===== src/shared/aiu_pkg.sv =====
// shared constants and types for the add and and instruction unit
package aiu_pkg;

	// ==================================================================
	// register map (byte addresses)
	localparam logic [7:0] REG_INSTR  = 8'h00;
	localparam logic [7:0] REG_ACC    = 8'h04;
	localparam logic [7:0] REG_STATUS = 8'h08;
	localparam logic [7:0] REG_FADDR  = 8'h0C;
	localparam logic [7:0] REG_FDATA  = 8'h10;

	// ==================================================================
	// status field positions
	localparam int STAT_C    = 0;
	localparam int STAT_HC   = 1;
	localparam int STAT_Z    = 2;
	localparam int STAT_ILL  = 3;
	localparam int STAT_BUSY = 8;

	// ==================================================================
	// instruction word layout
	localparam int INSTR_W = 14;
	localparam int OPC_HI  = 13;
	localparam int OPC_LO  = 8;
	localparam int DEST_B  = 7;
	localparam int FA_HI   = 6;
	localparam int LIT_HI  = 7;

	localparam logic [5:0] OPC_AND_LIT = 6'h39;
	localparam logic [5:0] OPC_AND_REG = 6'h05;
	localparam logic [5:0] OPC_ADD_REG = 6'h07;
	localparam logic [4:0] OPC_ADD_LIT = 5'h1F;

	// ==================================================================
	// reset values
	localparam logic [7:0]  ACC_RST   = 8'h00;
	localparam logic [13:0] INSTR_RST = 14'h0000;
	localparam logic [31:0] RD_ZERO   = 32'h0000_0000;

	typedef enum logic [2:0] {
		OP_NONE    = 3'h0,
		OP_ADD_LIT = 3'h1,
		OP_AND_LIT = 3'h2,
		OP_ADD_REG = 3'h3,
		OP_AND_REG = 3'h4
	} aiu_op_t;

	// gray along idle -> q1 -> q2 -> q3 -> q4; q4 -> idle flips two bits
	typedef enum logic [2:0] {
		ST_IDLE = 3'b000,
		ST_Q1   = 3'b001,
		ST_Q2   = 3'b011,
		ST_Q3   = 3'b010,
		ST_Q4   = 3'b110
	} aiu_st_t;

	typedef struct packed {
		aiu_st_t     st;
		aiu_op_t     op;
		logic        dest;
		logic [6:0]  fa_ex;
		logic [7:0]  lit;
		logic [7:0]  res;
		logic        c_new;
		logic        hc_new;
		logic        c;
		logic        hc;
		logic        z;
		logic        ill;
		logic [7:0]  acc;
		logic [6:0]  fa_sw;
		logic [13:0] instr;
		logic        pready;
		logic        pslverr;
		logic [31:0] prdata;
	} aiu_state_t;

endpackage


===== src/aiu_core.sv =====
// add and and instruction datapath with apb register access
// Operation
// - and-with-literal ands acc with the literal, sets only zero.
// - and-with-register ands acc with a file register, sets only zero.
// - register-form result with destination bit 0 goes to acc only.
// - dest bit 1 writes the result back to the file register only.
// - literal op: q1 decode, q2 read literal, q3 process, q4 write acc.
// - add-literal sums acc and literal into acc; sets c, digit carry, z.
// - add-register adds acc and file register into dest; sets 3 flags.
`timescale 1ns/1ps
module aiu_core
	import aiu_pkg::*;
#(
	parameter int FILE_DEPTH = 128
) (
	input  wire logic        clk,
	input  wire logic        nrst,
	input  wire logic        psel,
	input  wire logic        penable,
	input  wire logic        pwrite,
	input  wire logic [7:0]  paddr,
	input  wire logic [31:0] pwdata,
	output logic      [31:0] prdata,
	output logic             pready,
	output logic             pslverr
);
	localparam int FA_W = 7;

	if (FILE_DEPTH < 1 || FILE_DEPTH > (1 << FA_W)) begin : g_chk
		$error("aiu_core: file depth must be 1 to 128");
	end

	// ==================================================================
	// decode
	function automatic aiu_op_t decode_op(input logic [13:0] iw);
		logic [5:0] opc;
		opc = iw[OPC_HI:OPC_LO];
		if (opc[5:1] == OPC_ADD_LIT) begin
			decode_op = OP_ADD_LIT;
		end else if (opc == OPC_AND_LIT) begin
			decode_op = OP_AND_LIT;
		end else if (opc == OPC_ADD_REG) begin
			decode_op = OP_ADD_REG;
		end else if (opc == OPC_AND_REG) begin
			decode_op = OP_AND_REG;
		end else begin
			decode_op = OP_NONE;
		end
	endfunction

	function automatic logic is_reg_form(input aiu_op_t op);
		is_reg_form = (op == OP_ADD_REG) || (op == OP_AND_REG);
	endfunction

	// ==================================================================
	// state
	aiu_state_t        s_q;
	aiu_state_t        s_d;
	logic              busy;
	logic              acc_ph;
	logic              setup_ph;
	logic              mem_we;
	logic [FA_W-1:0]   mem_waddr;
	logic [7:0]        mem_wdata;
	logic [FA_W-1:0]   mem_raddr;
	logic [7:0]        mem_rdata;
	logic [7:0]        opnd;
	logic [8:0]        sum9;
	logic [4:0]        sum5;

	assign busy     = (s_q.st != ST_IDLE);
	assign acc_ph   = psel && penable && !s_q.pready;
	assign setup_ph = psel && !penable;
	assign opnd     = is_reg_form(s_q.op) ? mem_rdata : s_q.lit;
	assign sum9     = {1'b0, s_q.acc} + {1'b0, opnd};
	assign sum5     = {1'b0, s_q.acc[3:0]} + {1'b0, opnd[3:0]};

	// ==================================================================
	// file memory port: execution owns it while busy
	always_comb begin
		mem_we    = 1'b0;
		mem_waddr = s_q.fa_sw;
		mem_wdata = pwdata[7:0];
		mem_raddr = busy ? s_q.fa_ex : s_q.fa_sw;
		if (s_q.st == ST_Q4 && is_reg_form(s_q.op) && s_q.dest) begin
			mem_we    = 1'b1;
			mem_waddr = s_q.fa_ex;
			mem_wdata = s_q.res;
		end else if (!busy && acc_ph && pwrite && paddr == REG_FDATA) begin
			mem_we = 1'b1;
		end
	end

	aiu_file_mem #(
		.DATA_W (8),
		.DEPTH  (FILE_DEPTH),
		.ADDR_W (FA_W)
	) u_mem (
		.clk   (clk),
		.we    (mem_we),
		.waddr (mem_waddr),
		.wdata (mem_wdata),
		.raddr (mem_raddr),
		.rdata (mem_rdata)
	);

	// ==================================================================
	// next state
	always_comb begin
		s_d = s_q;
		// instruction sequencer
		case (s_q.st)
			ST_IDLE: begin
				s_d.st = ST_IDLE;
			end
			ST_Q1: begin
				s_d.op    = decode_op(s_q.instr);
				s_d.dest  = s_q.instr[DEST_B];
				s_d.fa_ex = s_q.instr[FA_HI:0];
				s_d.st    = ST_Q2;
			end
			ST_Q2: begin
				// register forms read the file here, data lands in q3
				s_d.lit = s_q.instr[LIT_HI:0];
				s_d.ill = s_q.ill || (s_q.op == OP_NONE);
				s_d.st  = ST_Q3;
			end
			ST_Q3: begin
				s_d.st = ST_Q4;
				case (s_q.op)
					OP_ADD_LIT, OP_ADD_REG: begin
						s_d.res    = sum9[7:0];
						s_d.c_new  = sum9[8];
						s_d.hc_new = sum5[4];
					end
					OP_AND_LIT, OP_AND_REG: begin
						s_d.res    = s_q.acc & opnd;
						s_d.c_new  = s_q.c;
						s_d.hc_new = s_q.hc;
					end
					default: begin
						s_d.res    = s_q.acc;
						s_d.c_new  = s_q.c;
						s_d.hc_new = s_q.hc;
					end
				endcase
			end
			ST_Q4: begin
				s_d.st = ST_IDLE;
				if (s_q.op != OP_NONE) begin
					// and forms carry both carries through unchanged
					s_d.c  = s_q.c_new;
					s_d.hc = s_q.hc_new;
					s_d.z  = (s_q.res == 8'h00);
					if (!(is_reg_form(s_q.op) && s_q.dest)) begin
						s_d.acc = s_q.res;
					end
				end
			end
			default: begin
				s_d.st = ST_IDLE;
			end
		endcase

		// apb slave: answer is registered, one wait state per access
		s_d.pready  = acc_ph;
		s_d.pslverr = 1'b0;
		if (setup_ph || s_q.pready) begin
			s_d.prdata = RD_ZERO;
		end
		if (acc_ph) begin
			s_d.prdata = RD_ZERO;
			case (paddr)
				REG_INSTR: begin
					s_d.prdata[INSTR_W-1:0] = s_q.instr;
					if (pwrite) begin
						// refused while busy so an instruction is never torn
						if (busy) begin
							s_d.pslverr = 1'b1;
						end else begin
							s_d.instr = pwdata[INSTR_W-1:0];
							s_d.st    = ST_Q1;
						end
					end
				end
				REG_ACC: begin
					s_d.prdata[7:0] = s_q.acc;
					if (pwrite && busy) begin
						s_d.pslverr = 1'b1;
					end else if (pwrite) begin
						s_d.acc = pwdata[7:0];
					end
				end
				REG_STATUS: begin
					s_d.prdata[STAT_C]    = s_q.c;
					s_d.prdata[STAT_HC]   = s_q.hc;
					s_d.prdata[STAT_Z]    = s_q.z;
					s_d.prdata[STAT_ILL]  = s_q.ill;
					s_d.prdata[STAT_BUSY] = busy;
					if (pwrite && busy) begin
						s_d.pslverr = 1'b1;
					end else if (pwrite) begin
						s_d.c   = pwdata[STAT_C];
						s_d.hc  = pwdata[STAT_HC];
						s_d.z   = pwdata[STAT_Z];
						s_d.ill = pwdata[STAT_ILL];
					end
				end
				REG_FADDR: begin
					s_d.prdata[FA_W-1:0] = s_q.fa_sw;
					if (pwrite) begin
						s_d.fa_sw = pwdata[FA_W-1:0];
					end
				end
				REG_FDATA: begin
					// memory port belongs to the sequencer while busy
					if (busy) begin
						s_d.pslverr = 1'b1;
					end else if (!pwrite) begin
						s_d.prdata[7:0] = mem_rdata;
					end
				end
				default: begin
					s_d.pslverr = 1'b1;
				end
			endcase
		end
	end

	// ==================================================================
	// registers
	always_ff @(posedge clk or negedge nrst) begin
		if (!nrst) begin
			s_q         <= '0;
			s_q.st      <= ST_IDLE;
			s_q.op      <= OP_NONE;
			s_q.acc     <= ACC_RST;
			s_q.instr   <= INSTR_RST;
			s_q.prdata  <= RD_ZERO;
		end else begin
			s_q <= s_d;
		end
	end

	assign prdata  = s_q.prdata;
	assign pready  = s_q.pready;
	assign pslverr = s_q.pslverr;
endmodule


===== src/aiu_file_mem.sv =====
// file register memory with a registered read port
`timescale 1ns/1ps
module aiu_file_mem #(
	parameter int DATA_W = 8,
	parameter int DEPTH  = 128,
	parameter int ADDR_W = 7
) (
	input  wire logic              clk,
	input  wire logic              we,
	input  wire logic [ADDR_W-1:0] waddr,
	input  wire logic [DATA_W-1:0] wdata,
	input  wire logic [ADDR_W-1:0] raddr,
	output logic      [DATA_W-1:0] rdata
);
	// ==================================================================
	// storage: no reset, contents are undefined until written
	logic [DATA_W-1:0] mem [DEPTH];

	if (DEPTH > (1 << ADDR_W) || DEPTH < 1) begin : g_chk
		$error("aiu_file_mem: depth does not fit address width");
	end

	always_ff @(posedge clk) begin
		if (we) begin
			mem[waddr] <= wdata;
		end
		rdata <= mem[raddr];
	end
endmodule

===== config.mk =====
export PLATFORM = sky130hd
export DESIGN_NAME = aiu_core
export DESIGN_NICKNAME = d
export VERILOG_FILES = /design/src/shared/aiu_pkg.sv /design/src/aiu_core.sv /design/src/aiu_file_mem.sv
export SDC_FILE = /design/constraint.sdc
export NUM_CORES = 2
export LEC_CHECK = 0
export ABC_CLOCK_PERIOD_IN_PS = 4200
export BUFFER_PORTS_ARGS = -buffer_cell sky130_fd_sc_hd__buf_2
export CORE_MARGIN = 2
export CORE_UTILIZATION = 60
export DETAILED_ROUTE_END_ITERATION = 10
export GPL_ROUTABILITY_DRIVEN = 0
export MAX_ROUTING_LAYER = met4
export PLACE_DENSITY = 0.79
export SKIP_CTS_REPAIR_TIMING = 1
export SLEW_MARGIN = 20
export SYNTH_ARGS = -nofsm -noshare
export SYNTH_HDL_FRONTEND = slang
export SYNTH_SLANG_ARGS = --single-unit
export TNS_END_PERCENT = 50

===== constraint.sdc =====
create_clock -name clk -period 4.2 [get_ports clk]
set_input_delay 0.21 -clock clk [delete_from_list [all_inputs] [get_ports clk]]
set_output_delay 0.21 -clock clk [all_outputs]
set_load 0.01 [all_outputs]

==> results.tsv <==
stage	metric	value	unit
status	status	finished with violations	
status	violated checks	hold timing	
min_path	hold_sp	paddr[2]	
power_and_ir_drop	Leakage	18.3	nW
setup_path	CP endpoint kind	flip-flop	
route	final wirelength	117	mm
clocking	CTS max path bufs	3	
sta	Final Setup Violations	0	
setup_path	Max Fanout on Critical Path	11	
layout	fill count	4595	
floorplan	Core Box Area	0.0746	sq mm
floorplan	IO Count	79	
clocking	clk slew on worst S/H paths	70	ps
power_and_ir_drop	Sw Pwr	5.38	mW
synthesis	Synth area leader	edfxtp_1	
sta	WHS	-14.5	ps
power_and_ir_drop	VDD IR max	0.495	mV
power_and_ir_drop	Switching Fraction	22.8	%
clocking	Worst-Skew Late Latency	690	ps
route	drt drc	0	
power_and_ir_drop	Clk pwr share	40.3	%
layout	most frequent cells in the layout	edfxtp_1 (1024), nand2_1 (515), buf_4 (231)	
setup_path	Crit path required time	4780	ps
grt	pin count of the biggest net entering global routing	98	
synthesis	prevailing post-synth register cell	edfxtp_1	
sta	RSZ-0062 raised after global routing	false	
floorplan	Die ar.	0.0778	sq mm
setup_path	Critical path origin	s_q[98]	
grt	initial antenna violation count	0	
grt	vias in the first global route	28000	
clocking	Clk Tree Root Cell	clkbuf_16	
setup_path	CP arrival	4670	ps
min_path	HP Class	in2reg	
power_and_ir_drop	PD cells	459	mW/mm^2
floorplan	Starting Density	60.8	%
synthesis	number of flops mapped to enable cells by yosys	1024	
sta	min cycle time layout	4090	ps
sta	Sum Neg Setup Slack	0	ps
layout	fin area	0.0514	sq mm
route	total number of vias	28600	
layout	Layout Nets	3317	
clocking	CTS H-Tree Depth	3	
grt	GRT Total Usage	30.9	%
synthesis	#FFs+latches synth	1113	
synthesis	fraction of registers with async set/reset	7.28	%
route	Antenna Violating Nets Remaining	0	
floorplan	FP Rows	100	
sta	Final Hold Fails	1	
layout	Register Area	0.0329	sq mm
synthesis	synth top area cells	edfxtp_1 (68%), dfrtp_1 (4.5%), mux2i_1 (4.4%)	
layout	commonest non-fill, non-tap cell in the layout	edfxtp_1	
placement	placed inst area	0.0478	sq mm
synthesis	synthesized area per cell	14.9	sq um
placement	Port Buf Inserts	42	
placement	post-detail-place hpwl	72.5	mm
layout	# diodes	0	
synthesis	post-synth top area share	67.8	%
synthesis	post-synth cell types	69	
floorplan	Die Span X	279	um
layout	Area growth syn-to-layout	13.4	%
sta	f_max	245	MHz
power_and_ir_drop	Gate power share	7.3	%
grt	GRT Residual Overflow	0	
sta	relative slew slack	26.5	%
sta	crit share post-route	97.3	%
synthesis	Synth Warn #	0	
route	post-DR wirelength/cell	27.2	um
power_and_ir_drop	Internal Power	18.2	mW
route	first drt pass iteration count	10	
setup_path	reg-to-reg startpoint	s_q[98]	
clocking	CTS buffer count	105	
flow_run	max-cap violations	0	
clocking	clock sinks	1113	
synthesis	sequential share of the synthesized area	72.7	%
route	DR iter-0 viols	4806	
floorplan	die height	279	um
layout	multi-input logic area	0.0114	sq mm
clocking	CTS tree	built	
grt	first-pass GRT wire length	174	mm
synthesis	Mapped Cells	3039	
power_and_ir_drop	PnR Total Power	23.6	mW
sta	worst slew pin tran	1100	ps
route	vias per cell	6.63	
layout	share of cells above drive strength 1	16.9	%
synthesis	Syn Std Cell Area	0.0453	sq mm
setup_path	startpoint types	flip-flop	
sta	Slew Limit Fails	0	
setup_path	Critical Setup Path Class	reg2reg	
sta	Worst Skew	26.1	ps
power_and_ir_drop	Reg power frac	52.4	%
==> worst max-delay path: stages (launching register included) <==
cell and delay, ps:
dfrtp_1 470, or3_1 690, buf_4 320, mux2i_4 300, and2_1 610, buf_4 310, a32o_1 180, a21oi_1 70
a221oi_1 590, nor4_1 120, buf_4 180, o221a_1 110
==> power by group through the flow <==
stage	sequential (mW)	clock, mW	combinational (mW)
finish	12.4	9.50	1.71
global route	12.4	9.98	1.79
CTS	12.4	9.57	1.65
detailed placement	12.6	0	1.63
global placement	12.6	0	1.58
floorplan	12.5	0	0.909
==> state kept, by name (all words and copies together) (netlist names) <==
signal,flops
prdata,14
pready,1
pslverr,1
s_q,65
u_mem.mem,1024
u_mem.rdata,8
==> per-layer routing <==
metal | up-vias | share of wire, % | global-route usage, % | wire length (um)
li1 | 12100 | - | - | -
met5 | - | 0 | - | 0
met3 | 398 | 12 | 6.57 | 13600
met2 | 2103 | 48 | 48.0 | 55800
met1 | 14000 | 36 | 40.0 | 42100
met4 | 0 | 5.1 | 13.5 | 5950
==> cell usage after synthesis, types with 18 or more instances <==
| cell type | instances |
|---|---|
| a21oi_1 | 86 |
| mux2_2 | 58 |
| nand2_1 | 516 |
| o21ai_0 | 43 |
| and3_1 | 47 |
| clkbuf_1 | 91 |
| a211oi_1 | 38 |
| mux2i_1 | 199 |
| nor2_1 | 174 |
| a31oi_1 | 52 |
| buf_2 | 39 |
| a311oi_1 | 47 |
| buf_4 | 46 |
| nand2b_1 | 18 |
| edfxtp_1 | 1024 |
| nor4_1 | 40 |
| nand3_1 | 72 |
| mux4_2 | 54 |
| o22ai_1 | 41 |
| o221ai_1 | 29 |
| dfrtp_1 | 81 |
==> logic make-up (layout without fill, tap and decap cells) <==
logic type / Yosys count / count (layout) / synth area share (%)
buf+inv: 218 / 509 / 2.51
compound gates: 434 / 434 / 6.77
other cells: 1 / 18 / 0.00827
mux: 313 / 313 / 8.60
flops: 1113 / 1113 / 72.7
simple gates: 944 / 944 / 9.04
xor+xnor: 5 / 5 / 0.0966
fa+ha+maj: 11 / 11 / 0.320
==> stage by stage <==
step                      instances  worst slack [ps]  util, %
after global routing           4316               115     69.0
after CTS                      4299               247     68.7
final                          4316               112     69.0
after detailed placement       4106               275     64.1
after floorplan                3056               927        -
after global placement         4106               419     64.1
==> cell type report <==
cell class	count	area share, %
clock buffer	138	5.51
clock inverter	55	1.16
inverter	14	0.102
multi-input combinational	1725	22.2
sequential	1113	64.1
tap	969	2.36
timing repair buffer	302	4.59
==> final timing paths <==
path	endpoint	slack (ps)	cells past startpoint
max	u_mem.rdata[4]	110	11
min	pslverr	-10	3
max reg2reg	u_mem.rdata[4]	110	11
min reg2reg	prdata[0]	480	2
max in group asynchronous	s_q[77]	3550	2
min in group asynchronous	s_q[57]	110	2
No activity file was read; power rests on OpenSTA's default activity.
